$ cat src/pst_pkg.sv
// Constants for the I/O trap power-state trigger.
// Assumes byte offsets in configuration space, 32-bit dword access.
package pst_pkg;

    // ========================================================================
    // Geometry
    localparam int          MON_COUNT   = 3;
    localparam int          DATA_W      = 16;
    localparam int          ADDR_W      = 8;
    localparam int          CTL_W       = 2;

    // ========================================================================
    // Monitor indices, deepest state has the highest index
    localparam int          MON_LEVEL2  = 0;
    localparam int          MON_LEVEL3  = 1;
    localparam int          MON_SUSPEND = 2;

    // ========================================================================
    // Register byte offsets
    localparam logic [7:0]  OFF_LEVEL2_PORT_ADDRESS      = 8'hE0;
    localparam logic [7:0]  OFF_LEVEL2_DATA_MASK         = 8'hE2;
    localparam logic [7:0]  OFF_LEVEL2_COMPARE_VALUE     = 8'hE4;
    localparam logic [7:0]  OFF_LEVEL2_MONITOR_CONTROL   = 8'hE6;
    localparam logic [7:0]  OFF_LEVEL3_PORT_ADDRESS      = 8'hE8;
    localparam logic [7:0]  OFF_LEVEL3_DATA_MASK         = 8'hEA;
    localparam logic [7:0]  OFF_LEVEL3_COMPARE_VALUE     = 8'hEC;
    localparam logic [7:0]  OFF_LEVEL3_MONITOR_CONTROL   = 8'hEE;
    localparam logic [7:0]  OFF_SUSPEND_RAM_PORT_ADDRESS = 8'hF0;
    localparam logic [7:0]  OFF_SUSPEND_RAM_DATA_MASK    = 8'hF2;
    localparam logic [7:0]  OFF_SUSPEND_RAM_COMPARE      = 8'hF4;
    localparam logic [7:0]  OFF_SUSPEND_RAM_CONTROL      = 8'hF6;

    // Dword holding port address (low half) and mask (high half)
    localparam logic [7:0]  OFF_PORT_MASK [MON_COUNT] = '{
        OFF_LEVEL2_PORT_ADDRESS, OFF_LEVEL3_PORT_ADDRESS, OFF_SUSPEND_RAM_PORT_ADDRESS};
    // Dword holding compare value (low half) and control (byte 2)
    localparam logic [7:0]  OFF_CMP_CTL [MON_COUNT] = '{
        OFF_LEVEL2_COMPARE_VALUE, OFF_LEVEL3_COMPARE_VALUE, OFF_SUSPEND_RAM_COMPARE};

    // ========================================================================
    // Control register fields and reset values
    localparam int          CTL_WATCH_READS  = 0;
    localparam int          CTL_WATCH_WRITES = 1;
    localparam logic [15:0] RESET_WORD       = 16'h0000;
    localparam logic [1:0]  RESET_CTL        = 2'h0;
    localparam logic [31:0] RESET_RDATA      = 32'h0000_0000;
    localparam logic [2:0]  NONE_ARMED       = 3'h0;

    // ========================================================================
    // Sequencer states
    typedef enum logic [1:0] {
        PST_IDLE,
        PST_ARMED,
        PST_ENTER
    } pst_state_t;

endpackage

$ cat src/pst_mon_if.sv
// Carrier between the trigger top and one port monitor.
// Assumes the top drives configuration and samples the hit flag.
`timescale 1ns/10ps
`default_nettype none

interface pst_mon_if;
    import pst_pkg::*;

    // Configuration from the register file
    logic [DATA_W-1:0] port;
    logic [DATA_W-1:0] mask;
    logic [DATA_W-1:0] cmp;
    logic [CTL_W-1:0]  ctl;
    // Match found on the current I/O cycle
    logic              hit;

    modport top (output port, output mask, output cmp, output ctl, input hit);
    modport mon (input port, input mask, input cmp, input ctl, output hit);
endinterface

`default_nettype wire

$ cat src/pst_trigger.sv
// I/O trap power-state trigger: configuration registers, three port
// monitors and the stop-clock sequencer.
// Assumes config and I/O strobes are synchronous one-cycle pulses.
`timescale 1ns/10ps
`default_nettype none

module pst_trigger
    import pst_pkg::*;
(
    // Clock and reset
    input  wire logic                          SYS_CLK,
    input  wire logic                          RST,
    // Configuration access
    input  wire logic [pst_pkg::ADDR_W-1:0]    CFG_ADDR,
    input  wire logic                          CFG_WR,
    input  wire logic                          CFG_RD,
    input  wire logic [3:0]                    CFG_BE,
    input  wire logic [31:0]                   CFG_WDATA,
    output logic      [31:0]                   CFG_RDATA,
    output logic                               CFG_RVALID,
    // Observed processor I/O cycles
    input  wire logic                          IO_VALID,
    input  wire logic                          IO_WRITE,
    input  wire logic [pst_pkg::DATA_W-1:0]    IO_ADDR,
    input  wire logic [pst_pkg::DATA_W-1:0]    IO_DATA,
    // Stop-clock signalling
    input  wire logic                          STOP_CLOCK_REQUEST_N,
    output logic      [pst_pkg::MON_COUNT-1:0] ARMED,
    output logic      [pst_pkg::MON_COUNT-1:0] ENTER_STATE
);
    import pst_pkg::*;

    // ========================================================================
    // Register storage and monitors
    // Each monitor owns two dwords: port and mask in the first, compare
    // value and control in the second. Byte enables pick the lanes, so one
    // 16-bit field can be rewritten without touching its neighbour.
    // Register writes never touch the armed flags: only a stop-clock
    // assertion or bus reset consumes a pending transition.
    logic [DATA_W-1:0]    port_q [MON_COUNT];
    logic [DATA_W-1:0]    mask_q [MON_COUNT];
    logic [DATA_W-1:0]    cmp_q  [MON_COUNT];
    logic [CTL_W-1:0]     ctl_q  [MON_COUNT];
    logic [MON_COUNT-1:0] hit;
    logic [MON_COUNT-1:0] sel_pm;
    logic [MON_COUNT-1:0] sel_cc;

    genvar g;
    generate
        for (g = 0; g < MON_COUNT; g++) begin : g_mon
            // Carrier for this monitor's configuration and hit
            pst_mon_if mif ();

            // Dword decode for this monitor
            assign sel_pm[g] = (CFG_ADDR[7:2] == OFF_PORT_MASK[g][7:2]);
            assign sel_cc[g] = (CFG_ADDR[7:2] == OFF_CMP_CTL[g][7:2]);

            // Port address and mask, byte lanes 0..3
            always_ff @(posedge SYS_CLK) begin
                if (RST) begin
                    port_q[g] <= RESET_WORD;
                    mask_q[g] <= RESET_WORD;
                end else if (CFG_WR && sel_pm[g]) begin
                    if (CFG_BE[0]) port_q[g][7:0]  <= CFG_WDATA[7:0];
                    if (CFG_BE[1]) port_q[g][15:8] <= CFG_WDATA[15:8];
                    if (CFG_BE[2]) mask_q[g][7:0]  <= CFG_WDATA[23:16];
                    if (CFG_BE[3]) mask_q[g][15:8] <= CFG_WDATA[31:24];
                end
            end

            // Compare value and control; byte 3 and control 7:2 reserved
            always_ff @(posedge SYS_CLK) begin
                if (RST) begin
                    cmp_q[g] <= RESET_WORD;
                    ctl_q[g] <= RESET_CTL;
                end else if (CFG_WR && sel_cc[g]) begin
                    if (CFG_BE[0]) cmp_q[g][7:0]  <= CFG_WDATA[7:0];
                    if (CFG_BE[1]) cmp_q[g][15:8] <= CFG_WDATA[15:8];
                    if (CFG_BE[2]) ctl_q[g] <= CFG_WDATA[17:16];
                end
            end

            // Registers out to the monitor, hit back in
            assign mif.port = port_q[g];
            assign mif.mask = mask_q[g];
            assign mif.cmp  = cmp_q[g];
            assign mif.ctl  = ctl_q[g];
            assign hit[g]   = mif.hit;

            // Address, direction and masked data compare
            pst_port_monitor u_mon (
                .io_valid (IO_VALID),
                .io_write (IO_WRITE),
                .io_addr  (IO_ADDR),
                .io_data  (IO_DATA),
                .cfg      (mif.mon)
            );
        end
    endgenerate

    // ========================================================================
    // Read-back
    // Reserved control bits and the top byte of the compare dword read zero;
    // decode ignores address bits 1:0, so any byte offset hits its dword.
    logic [31:0] next_rdata;

    // Mux the addressed dword, unmapped reads return zero
    always_comb begin
        next_rdata = RESET_RDATA;
        for (int m = 0; m < MON_COUNT; m++) begin
            if (sel_pm[m]) begin
                next_rdata = {mask_q[m], port_q[m]};
            end
            if (sel_cc[m]) begin
                next_rdata = {8'h00, 6'h00, ctl_q[m], cmp_q[m]};
            end
        end
    end

    // Registered read answer, one cycle after the strobe
    // Read data holds between reads; the valid flag marks the answer cycle
    always_ff @(posedge SYS_CLK) begin
        if (RST) begin
            CFG_RDATA  <= RESET_RDATA;
            CFG_RVALID <= 1'b0;
        end else begin
            CFG_RVALID <= CFG_RD;
            if (CFG_RD) begin
                CFG_RDATA <= next_rdata;
            end
        end
    end

    // ========================================================================
    // Stop-clock sequencer
    // Assertion is the falling edge of the active-low stop-clock line. The
    // history flop resets to the idle (high) level, so no false edge follows
    // reset, while a line already low at release still counts as assertion.
    // Several armed monitors collapse to the deepest state; all are consumed.
    logic                 stop_n_prev;
    logic                 stop_fall;
    logic [MON_COUNT-1:0] next_armed;
    pst_state_t           state;

    // One-clock pulse on each assertion of the stop-clock line
    assign stop_fall = stop_n_prev && !STOP_CLOCK_REQUEST_N;

    // Previous stop-clock level for edge detection
    always_ff @(posedge SYS_CLK) begin
        if (RST) begin
            stop_n_prev <= 1'b1;
        end else begin
            stop_n_prev <= STOP_CLOCK_REQUEST_N;
        end
    end

    // Armed flags: consumed at assertion, a new hit in that cycle survives
    always_comb begin
        next_armed = ARMED;
        if (stop_fall) begin
            next_armed = NONE_ARMED;
        end
        next_armed = next_armed | hit;
    end

    always_ff @(posedge SYS_CLK) begin
        if (RST) begin
            ARMED <= NONE_ARMED;
        end else begin
            ARMED <= next_armed;
        end
    end

    // Transition pulse at the next stop-clock assertion, deepest wins
    // Only one bit pulses, for a single clock
    always_ff @(posedge SYS_CLK) begin
        if (RST) begin
            ENTER_STATE <= NONE_ARMED;
        end else begin
            ENTER_STATE <= NONE_ARMED;
            if (stop_fall) begin
                if (ARMED[MON_SUSPEND]) begin
                    ENTER_STATE[MON_SUSPEND] <= 1'b1;
                end else if (ARMED[MON_LEVEL3]) begin
                    ENTER_STATE[MON_LEVEL3] <= 1'b1;
                end else if (ARMED[MON_LEVEL2]) begin
                    ENTER_STATE[MON_LEVEL2] <= 1'b1;
                end
            end
        end
    end

    // Summary state for observation
    always_ff @(posedge SYS_CLK) begin
        if (RST) begin
            state <= PST_IDLE;
        end else begin
            unique case (state)
                PST_IDLE:  if (|next_armed) state <= PST_ARMED;
                PST_ARMED: if (stop_fall && |ARMED) state <= PST_ENTER;
                PST_ENTER: state <= (|next_armed) ? PST_ARMED : PST_IDLE;
                default:   state <= PST_IDLE;                     // Unused code
            endcase
        end
    end
endmodule

`default_nettype wire

$ cat src/pst_port_monitor.sv
// One I/O port monitor: address, direction, masked data compare.
// Assumes I/O cycle strobes are one clock wide and synchronous.
`timescale 1ns/10ps
`default_nettype none

module pst_port_monitor
    import pst_pkg::*;
(
    // I/O cycle observed
    input  wire logic                       io_valid,
    input  wire logic                       io_write,
    input  wire logic [pst_pkg::DATA_W-1:0] io_addr,
    input  wire logic [pst_pkg::DATA_W-1:0] io_data,
    // Configuration and result
    pst_mon_if.mon                          cfg
);
    import pst_pkg::*;

    logic dir_ok;
    logic addr_ok;
    logic data_ok;

    // Direction gate by the watch bits
    assign dir_ok  = io_write ? cfg.ctl[CTL_WATCH_WRITES]
                              : cfg.ctl[CTL_WATCH_READS];
    // Programmed port address match
    assign addr_ok = (io_addr == cfg.port);
    // Masked data against compare value
    assign data_ok = ((io_data & cfg.mask) == cfg.cmp);
    // Only enabled, addressed cycles can hit
    assign cfg.hit = io_valid && addr_ok && dir_ok && data_ok;
endmodule

`default_nettype wire

$ cat config.mk
export PLATFORM = sky130hd
export DESIGN_NAME = pst_trigger
export DESIGN_NICKNAME = d
export VERILOG_FILES = /design/src/pst_pkg.sv /design/src/pst_mon_if.sv /design/src/pst_trigger.sv /design/src/pst_port_monitor.sv
export SDC_FILE = /design/constraint.sdc
export NUM_CORES = 1
export LEC_CHECK = 0
export BUFFER_PORTS_ARGS = -buffer_cell sky130_fd_sc_hd__buf_2
export CAP_MARGIN = 5
export CORE_MARGIN = 2
export CORE_UTILIZATION = 50
export DETAILED_ROUTE_END_ITERATION = 7
export PLACE_DENSITY_LB_ADDON = 0.12
export SLEW_MARGIN = 20
export SYNTH_ARGS = -nofsm -noshare
export SYNTH_HDL_FRONTEND = slang
export SYNTH_SLANG_ARGS = --single-unit
$ cat constraint.sdc
create_clock -name SYS_CLK -period 4.4 [get_ports SYS_CLK]
set_input_delay 0.66 -clock SYS_CLK [delete_from_list [all_inputs] [get_ports SYS_CLK]]
set_output_delay 0.66 -clock SYS_CLK [all_outputs]
set_load 0.01 [all_outputs]
# [After elaboration in Yosys (flattened, before gate mapping)]
# Memory sizes are Yosys's and may differ from the RTL's.
# Cells that the tools add are included.
[word_totals] regBits=40 ram_bits=150 out_inout_bits=39 memories=4
[op_classes] eq_ne=12 mux=103 n_bitwise=26 reduce_logical=20
[mem_list] memory="cmp_q" words=3 width=16 read_ports=3 rd_ports_with_merged_regs=0 write_ports=3 line_no="pst_trigger.sv:42" rtl="logic [DATA_W-1:0] cmp_q [MON_COUNT];"
[mem_list] memory="mask_q" words=3 width=16 read_ports=3 rd_ports_with_merged_regs=0 write_ports=3 line_no="pst_trigger.sv:41" rtl="logic [DATA_W-1:0] mask_q [MON_COUNT];"
[mem_list] memory="port_q" words=3 width=16 read_ports=3 rd_ports_with_merged_regs=0 write_ports=3 line_no="pst_trigger.sv:40" rtl="logic [DATA_W-1:0] port_q [MON_COUNT];"
[mem_list] memory="ctl_q" words=3 width=2 read_ports=3 rd_ports_with_merged_regs=0 write_ports=3 line_no="pst_trigger.sv:43" rtl="logic [CTL_W-1:0] ctl_q [MON_COUNT];"
[ops] cell="32-bit two-way mux" count=6
[ops] cell="8-bit two-way mux" count=18
[ops] cell="16-bit equality test" count=6
[ops] cell="1-bit two-way mux" count=75
[ops] cell="16-bit bitwise AND" count=3
[ops] cell="6-bit equality test (second input constant)" count=6
[ops] cell="1-bit bitwise OR" count=21
[ops] cell="1-bit logical AND" count=16
[ops] cell="2-bit two-way mux" count=3
[ops] cell="4-bit OR reduction" count=1
[ops] cell="3-bit two-way mux" count=1
[ops] cell="3-bit bitwise OR" count=1
[ops] cell="3-bit OR reduction" count=1
[ops] cell="2-bit OR reduction" count=1
[ops] cell="1-bit logical NOT" count=1
[ops] cell="1-bit NOT" count=1

# [Longest topological paths before layout]
# Gate-level depths: netlist (run 1).
[depth] depth_word=7 ltp_mapped=8 ltp_nobuf=5

# [Modules after synthesis]
# Synthesis (run 1) repeated with hierarchy kept, for this count alone.
[hier_totals] hier_cells=784 hier_area_um2=9525.4
[by_module_without_submodules] module="pst_trigger" n_inst=1 cells_each=589 area_each_um2=8072.7
[by_module_without_submodules] module="pst_port_monitor" n_inst=3 cells_each=65 area_each_um2=484.2

# [Worst setup path before layout (run 1)]
# OpenSTA, ideal clock, no wires.
[synth_timing] kind="input -> register" start="input CFG_ADDR[2] (netlist name)" end="memory cmp_q[1][0] (enable)" setup_ns=0.375 arrival_time_ns=2.040 path_slack_ns=1.986 cell_stages=6 path_buffers=3 cell_sequence="buf_4 inv_2 or3_1 buf_2 clkbuf_1 o21bai_1"
[synth_lines] item="from (decl)" line_no="pst_trigger.sv:14" rtl="input wire logic [pst_pkg::ADDR_W-1:0] CFG_ADDR,"
[synth_lines] item="to (decl)" line_no="pst_trigger.sv:42"

==> summary.txt, run 1 <==
Yosys
  • EDFF count, synth: 150
  • Seq cells post-synth: 190
  • Post-synth cell types: 53
  • Syn avg cell area: 11.1 µm²
  • Largest family of logic cells by synthesized area: simple AND/OR/NAND/NOR gates
  • Synth area leader: edfxtp_1
  • Synthesized-area fraction occupied by adder cells: 0
  • Sequential-to-total area share from yosys stat: 0.559
  • Syn Std Cell Area: 0.00948 mm²
  • FFs w/ async S/R, synth: 0
  • Simple-Gate Fraction of Synth Area: 0.224
  • Syn nets: 938
  • Top cell type's share of synthesized area: 0.475
  • Mux contribution to synthesized area: 0.00422
  • Xor/xnor cell area share of the yosys netlist: 0.0868
  • Compound-Gate Fraction of Synth Area: 0.106
  • Largest cells by area after synthesis: edfxtp_1 (47%), and2_1 (9.5%), dfxtp_1 (8.4%)
  • YS warnings: 0
  • Top FF cell, synth: edfxtp_1
  • Syn Inst Count: 855

Worst setup path
  • Reg2Reg Launch Point: port_q[0][15]$_SDFFCE_PN0P_
  • CP startpoint kind: input port
  • WS Path Type: in2reg
  • Crit. End Element: flop
  • WP data required: 4.48 ns
  • CP endpoint: cmp_q[1][0]$_SDFFCE_PN0P_
  • Reg2reg end: ARMED[0]$_SDFF_PP0_
  • WP data arrival: 3.00 ns
  • CP startpoint: CFG_ADDR[3]
  • R2r worst-path depth: 5
  • R2R Setup Slk: 2.39 ns
  • Max Fanout on Critical Path: 25

Floorplan
  • Chip height: 142 µm
  • Initial Util: 0.509
  • Row count: 50
  • Die area: 0.0201 mm²
  • Ports: 122
  • Core ar.: 0.0186 mm²
  • Die X: 142 µm

Min path
  • Worst hold path class: in2reg
  • Hold Crit Start: STOP_CLOCK_REQUEST_N

CTS
  • Clock transition at the registers of the reported paths: 0.08 ns
  • Clk_lat worst skew: 0.46 ns
  • H-tree depth: 4
  • Worst-case clock buffer depth: 2
  • Root Buffer: clkbuf_16
  • Post-CTS setup buffers: 0
  • CTS Buf Count: 17
  • TritonCTS clock tree: done
  • Post-CTS Resized: 0
  • Clk sink count: 190
  • Cts hold-fix bufs: 0

Timing
  • Clock period minus final worst setup slack: 2.92 ns
  • Unrepaired setup endpoints after global routing: false
  • Normalized max-slew margin: 0.385
  • Slew Viols, Final: 0
  • Slew @ Worst Pin: 0.923 ns
  • TNS Setup: 0 ns
  • Period utilization: 0.663
  • Final setup viols: 0
  • Final hold violations: 0
  • Fmax: 343 MHz
  • Clock skew: 0.0107 ns

Placed design
  • Gpl congestion: 0.997
  • Area post-placement: 0.0103 mm²
  • PortBufs: 119
  • Hpwl dp: 21,400 µm

Route
  • DRC Markers: 0
  • Met2 Routed Length: 12,600 µm
  • Vias per Instance: 5.86
  • Starting DRT DRC Count: 823
  • Final WL: 28,800 µm
  • Final ANT Viol Nets: 0
  • Post-DR wirelength/cell: 23.7 µm
  • Vias: 7,094
  • Top Layer Used: met4
  • Met3 wire length: 2840 µm
  • Metal1 wirelength: 12,400 µm
  • Pre-antenna DRT Iters: 5

Power
  • VDD IR-drop max: 0.292 mV
  • Power per cell area: 376 mW/mm²
  • Design Power: 4.07 mW
  • Leak Pwr: 3.88 nW

Final layout
  • Cell area after layout: 0.0108 mm²
  • Layout Area Growth over Synthesis: 14.4%
  • Final #Nets: 1,047
  • Antenna diode count: 0
  • Layout cells sized above 1: 0.182
  • Finished Core Util: 0.582

Global routing
  • Initial antenna violation count: 0
  • Vias in the first global route: 6,656
  • Largest net degree at the start of global routing: 66
  • First-pass GRT wire length: 42,000 µm
  • GRT Overall Usage: 0.294
  • Grt total ovfl: 0

Outcome
  • Status: completed

Flow run
  • # Max-Cap Violations: 0
==> synthesized netlist by cell type (all sizes together) (4+ instances only) <==
library cell,instances
nor4,17
nor2,83
buf,18
inv,4
mux2i,4
nand2,82
xnor2,55
and2,144
nand4,12
o21ai,21
nand3,5
a211oi,17
o21bai,18
o22ai,9
o21a,8
xor2,39
nor3,21
a311oi,14
a21oi,11
dfxtp,40
a221o,8
a221oi,11
edfxtp,150
a22oi,14
nand2b,11
clkbuf,17
==> registers in the layout, indices dropped and copies added, names as in the netlist, 3 cells and up <==
register and count:
port_q 48, cmp_q 48, mask_q 48, ctl_q 6, ARMED 3, CFG_RDATA 32
ENTER_STATE 3
==> cell families (layout without fill, tap and decap cells) <==
group / after synthesis / in the layout
simple gates: 390 / 390
flops: 190 / 190
compound gates: 138 / 138
xor+xnor: 94 / 94
buf+inv: 39 / 161
mux: 4 / 4
==> cell type report <==
| cell class | instances | area (µm²) |
|---|---|---|
| clock inverters | 15 | 169 |
| repair buffers | 125 | 641 |
| multi-input cells | 626 | 4000 |
| inverters | 4 | 15.0 |
| flip-flops and latches | 190 | 5310 |
| well taps | 234 | 293 |
| clock buffers | 17 | 425 |
| fillers | 1630 | 7800 |
==> metal layers <==
| metal | global-route usage | vias to the layer above |
|---|---|---|
| li1 | - | 3296 |
| met4 | 0.107 | 0 |
| met3 | 0.0638 | 53 |
| met2 | 0.438 | 380 |
| met5 | 0 | - |
| met1 | 0.425 | 3365 |
==> cells in the final DEF, fill, tap and decap left out, types with 3 or more instances in the layout <==
master / instances
edfxtp_1: 150
and2_1: 144
buf_2: 119
nand2_1: 80
nor2_1: 71
xnor2_1: 55
dfxtp_1: 40
xor2_1: 39
nor3_1: 20
o21bai_1: 18
o21ai_0: 18
a211oi_1: 17
clkbuf_16: 17
a22oi_1: 14
a311oi_1: 14
nor4_1: 14
nand4_1: 12
nand2b_1: 11
a21oi_1: 11
a221oi_1: 11
o22ai_1: 9
nor2_2: 8
o21a_1: 8
a221o_1: 8
buf_4: 6
nand3_1: 5
nor2_4: 4
mux2i_1: 4
clkinv_1: 4
nor4_4: 3
a31o_2: 3
or3_1: 3
inv_1: 3
o21ai_1: 3
bufinv_16: 3
clkinv_4: 3
==> where the power goes <==
part           leakage, nW  switching, mW  internal [mW]
clock                0.284          0.705          0.890
combinational         1.85          0.243          0.137
sequential            1.75         0.0745           2.03
total                 3.88           1.02           3.05
==> worst max-delay path, stage by stage <==
cell	delay [ns]
buf_2	0.33
nand3b_2	0.38
or3_1	0.82
o21bai_1	0.80
==> worst min path at each step <==
| stage | endpoint | slack, ns | cells past startpoint |
|---|---|---|---|
| after detailed placement | ENTER_STATE[1]$_SDFF_PP0_ | 0.46 | 2 |
| final | ENTER_STATE[2]$_SDFF_PP0_ | 0.41 | 2 |
| after global routing | ENTER_STATE[2]$_SDFF_PP0_ | 0.42 | 2 |
| after floorplan | ENTER_STATE[2]$_SDFF_PP0_ | 0.45 | 1 |
| after global placement | ENTER_STATE[1]$_SDFF_PP0_ | 0.46 | 2 |
| after CTS | ENTER_STATE[2]$_SDFF_PP0_ | 0.41 | 2 |
==> stage by stage <==
stage               worst slack [ns]  instances  hold WS (ns)
finish                          1.48       1211         0.405
global route                    1.34       1211         0.416
CTS                             1.56       1211         0.410
detailed placement              1.10       1179         0.460
global placement                1.15       1179         0.461
floorplan                       1.99        855         0.452
(Power assumes the default switching activity.)
==> run 2: changes to the inputs <==
--- a/config.mk
+++ b/config.mk
@@ -5,6 +5,7 @@
 export SDC_FILE = /design/constraint.sdc
 export NUM_CORES = 1
 export LEC_CHECK = 0
+export ABC_AREA = 1
 export BUFFER_PORTS_ARGS = -buffer_cell sky130_fd_sc_hd__buf_2
 export CAP_MARGIN = 5
 export CORE_MARGIN = 2
==> constraint.sdc (replaced) <==
create_clock -name SYS_CLK -period 2.5 [get_ports SYS_CLK]
set_input_delay 0.375 -clock SYS_CLK [delete_from_list [all_inputs] [get_ports SYS_CLK]]
set_output_delay 0.375 -clock SYS_CLK [all_outputs]
set_load 0.01 [all_outputs]
==> summary.txt, run 2 <==
Worst setup path
  • Crit. End Element: flop (unchanged)
  • WP data required: 2.78 ns (was 4.48 ns)
  • WP data arrival: 1.93 ns (was 3.00 ns)
  • Critical Path Max Stage Delay: 0.47 ns (was 0.82 ns)
  • CP startpoint kind: input port (unchanged)
  • Buf/Inv on CP: 3 (was 1)
  • Cells along the critical path: buf_2, inv_2, nand2_1, nor2_4, nand3_2, inv_2, nand4_4, nor2_1 (was buf_2, nand3b_2, or3_1, o21bai_1)
  • WS Path Type: in2reg (unchanged)
  • Critical-path top delay cell: inv_2 (was or3_1)
  • Most used cell, CP: inv_2
  • Delay-heaviest family, CP: simple AND/OR/NAND/NOR gates (unchanged)
  • Max Fanout on Critical Path: 20 (was 25)

CTS
  • Post-CTS Resized: 0 (unchanged)
  • Clk_lat worst skew: 0.44 ns (was 0.46 ns)
  • TritonCTS clock tree: done (unchanged)
  • Worst-case clock buffer depth: 2 (unchanged)
  • Root Buffer: clkbuf_16 (unchanged)
  • H-tree depth: 4 (unchanged)
  • Cts hold-fix bufs: 0 (unchanged)
  • Clk sink count: 190 (unchanged)
  • Clock transition at the registers of the reported paths: 0.07 ns (was 0.08 ns)
  • CTS Buf Count: 17 (unchanged)
  • Post-CTS setup buffers: 0 (unchanged)

Final layout
  • Layout cells sized above 1: 0.156 (was 0.182)
  • Reg area: 0.00531 mm² (unchanged)
  • Finished Core Util: 0.585 (was 0.582)
  • Fin cells: 1,714 (was 1,211)
  • Cell area after layout: 0.0117 mm² (was 0.0108 mm²)
  • Area of the multi-input gates: 0.00398 mm² (was 0.00400 mm²)
  • Most frequent cells in the layout: nand2_1 (378), nor2_1 (285), inv_1 (176), edfxtp_1 (150), buf_2 (119) (was edfxtp_1 (150), and2_1 (144), buf_2 (119), nand2_1 (80), nor2_1 (71))
  • Largest regs: cmp_q x48, mask_q x48, port_q x48 (unchanged)
  • Most common cell after layout, fill and taps aside: nand2_1 (was edfxtp_1)
  • Final #Nets: 1,513 (was 1,047)
  • # fillers: 1,922 (was 1,630)
  • Layout Area Growth over Synthesis: 15.5% (was 14.4%)

Timing
  • TNS Setup: 0 ns (unchanged)
  • Hold slack: 0.149 ns (was 0.405 ns)
  • Final WS setup: 0.856 ns (was 1.48 ns)
  • Final hold violations: 0 (unchanged)
  • Normalized max-slew margin: 0.429 (was 0.385)
  • Period utilization: 0.657
  • Slew @ Worst Pin: 0.855 ns (was 0.923 ns)
  • Clock period minus final worst setup slack: 1.64 ns
  • Unrepaired setup endpoints after global routing: false (unchanged)
  • Clock skew: 0.00778 ns (was 0.0107 ns)
  • Slew Viols, Final: 0 (unchanged)
  • Fmax: 608 MHz
  • Final setup viols: 0 (unchanged)

Global routing
  • Grt total ovfl: 0 (unchanged)
  • Vias in the first global route: 8,447 (was 6,656)
  • GRT Overall Usage: 0.295 (was 0.294)
  • Initial antenna violation count: 1 (was 0)
  • Largest net degree at the start of global routing: 43 (was 66)
  • First-pass GRT wire length: 46,800 µm (was 42,000 µm)

Power
  • Leak Pwr: 5.51 nW (was 3.88 nW)
  • VDD IR-drop max: 0.492 mV (was 0.292 mV)
  • Power per cell area: 603 mW/mm² (was 376 mW/mm²)
  • Design Power: 7.06 mW (was 4.07 mW)

Yosys
  • EDFF count, synth: 150 (unchanged)
  • Post-synth cell types: 34 (was 53)
  • Seq cells post-synth: 190 (unchanged)
  • Syn avg cell area: 7.85 µm² (was 11.1 µm²)
  • YS warnings: 0 (unchanged)
  • Top cell type's share of synthesized area: 0.444 (was 0.475)
  • Top FF cell, synth: edfxtp_1 (unchanged)
  • Syn Std Cell Area: 0.0101 mm² (was 0.00948 mm²)
  • Most common cell in the netlist: nand2_1 (was edfxtp_1)
  • Syn nets: 1,375 (was 938)
  • Syn Inst Count: 1,292 (was 855)
  • Synth area leader: edfxtp_1 (unchanged)
  • FFs w/ async S/R, synth: 0 (unchanged)
  • Largest cells by area after synthesis: edfxtp_1 (44%), nand2_1 (14%), nor2_1 (11%) (was edfxtp_1 (47%), and2_1 (9.5%), dfxtp_1 (8.4%))
  • Sequential-to-total area share from yosys stat: 0.523 (was 0.559)
  • Synth cell count leaders: nand2_1 (378), nor2_1 (285), inv_1 (176) (was edfxtp_1 (150), and2_1 (144), nand2_1 (80))

Floorplan
  • Die X: 146 µm (was 142 µm)
  • Row count: 52 (was 50)
  • Chip height: 146 µm (was 142 µm)
  • Initial Util: 0.506 (was 0.509)
  • Core ar.: 0.0200 mm² (was 0.0186 mm²)
  • Ports: 122 (unchanged)
  • Die area: 0.0214 mm² (was 0.0201 mm²)

Route
  • Vias: 8,998 (was 7,094)
  • Final ANT Viol Nets: 0 (unchanged)
  • Pre-antenna DRT Iters: 5 (unchanged)
  • Post-DR wirelength/cell: 18.3 µm (was 23.7 µm)
  • Starting DRT DRC Count: 820 (was 823)
  • Final WL: 31,400 µm (was 28,800 µm)
  • Top Layer Used: met4 (unchanged)
  • Met2 Routed Length: 15,300 µm (was 12,600 µm)
  • Met3 wire length: 2500 µm (was 2840 µm)
  • DRC Markers: 0 (unchanged)
  • Metal1 wirelength: 12,700 µm (was 12,400 µm)
  • Vias per Instance: 5.25 (was 5.86)

Flow run
  • # Max-Cap Violations: 0 (unchanged)

Min path
  • Worst hold path class: in2reg (unchanged)

Placed design
  • Hpwl dp: 24,000 µm (was 21,400 µm)
  • Gpl congestion: 0.894 (was 0.997)
  • Placed Cells: 1,681 (was 1,179)
  • Area post-placement: 0.0111 mm² (was 0.0103 mm²)
  • Pre-CTS WS: 0.417 ns (was 1.10 ns)
  • PortBufs: 119 (unchanged)

Outcome
  • Status: completed (unchanged)
run 2: final cells by class:
cell class | count | area share
timing repair buffer | 147 | 0.0698
tap | 270 | 0.0288
inverter | 187 | 0.0600
clock buffer | 19 | 0.0387
sequential | 190 | 0.453
clock inverter | 13 | 0.0104
antenna | 1 | 0.000214
multi-input combinational | 887 | 0.339
run 2: worst register-to-register path: stages, from the launching register on:
cell,delay [ns]
edfxtp_1,0.50
nand2_1,0.12
nand2_1,0.06
nor2_1,0.13
nand2_1,0.07
nor2_1,0.22
nand2_1,0.08
nor2_1,0.13
nand2_1,0.10
a21oi_1,0.12
run 2: worst paths after layout:
kind                              start                         to  slack (ns)  cells past startpoint
max                         CFG_ADDR[4]  cmp_q[1][2]$_SDFFCE_PN0P_        0.86                      8
min                STOP_CLOCK_REQUEST_N     stop_n_prev$_SDFF_PP1_        0.15                      3
max reg2reg  port_q[0][2]$_SDFFCE_PN0P_        ARMED[0]$_SDFF_PP0_        0.90                      9
min reg2reg         ARMED[0]$_SDFF_PP0_  ENTER_STATE[0]$_SDFF_PP0_        0.46                      2
run 2: where the power goes:
part | switching (mW) | internal [mW] | total, mW
Clock | 1.31 | 1.36 | 2.67
Sequential | 0.103 | 3.55 | 3.65
Combinational | 0.510 | 0.229 | 0.740
Total | 1.92 | 5.14 | 7.06
run 2: cell families (layout without fill, tap and decap cells):
family / after synthesis / count (layout) / share of synthesized area
and+or+nand+nor: 783 / 783 / 0.327
buffers and inverters: 215 / 366 / 0.0848
DFF: 190 / 190 / 0.523
AOI/OAI and AO/OA: 74 / 74 / 0.0387
xor gates and xnor gates: 30 / 30 / 0.0259
other: 0 / 1 / 0
run 2: routing by layer:
layer / GRT usage / vias to the layer above
met2: 0.503 / 425
met5: 0 / -
met1: 0.385 / 4166
met3: 0.0403 / 74
met4: 0.110 / 0
li1: - / 4333
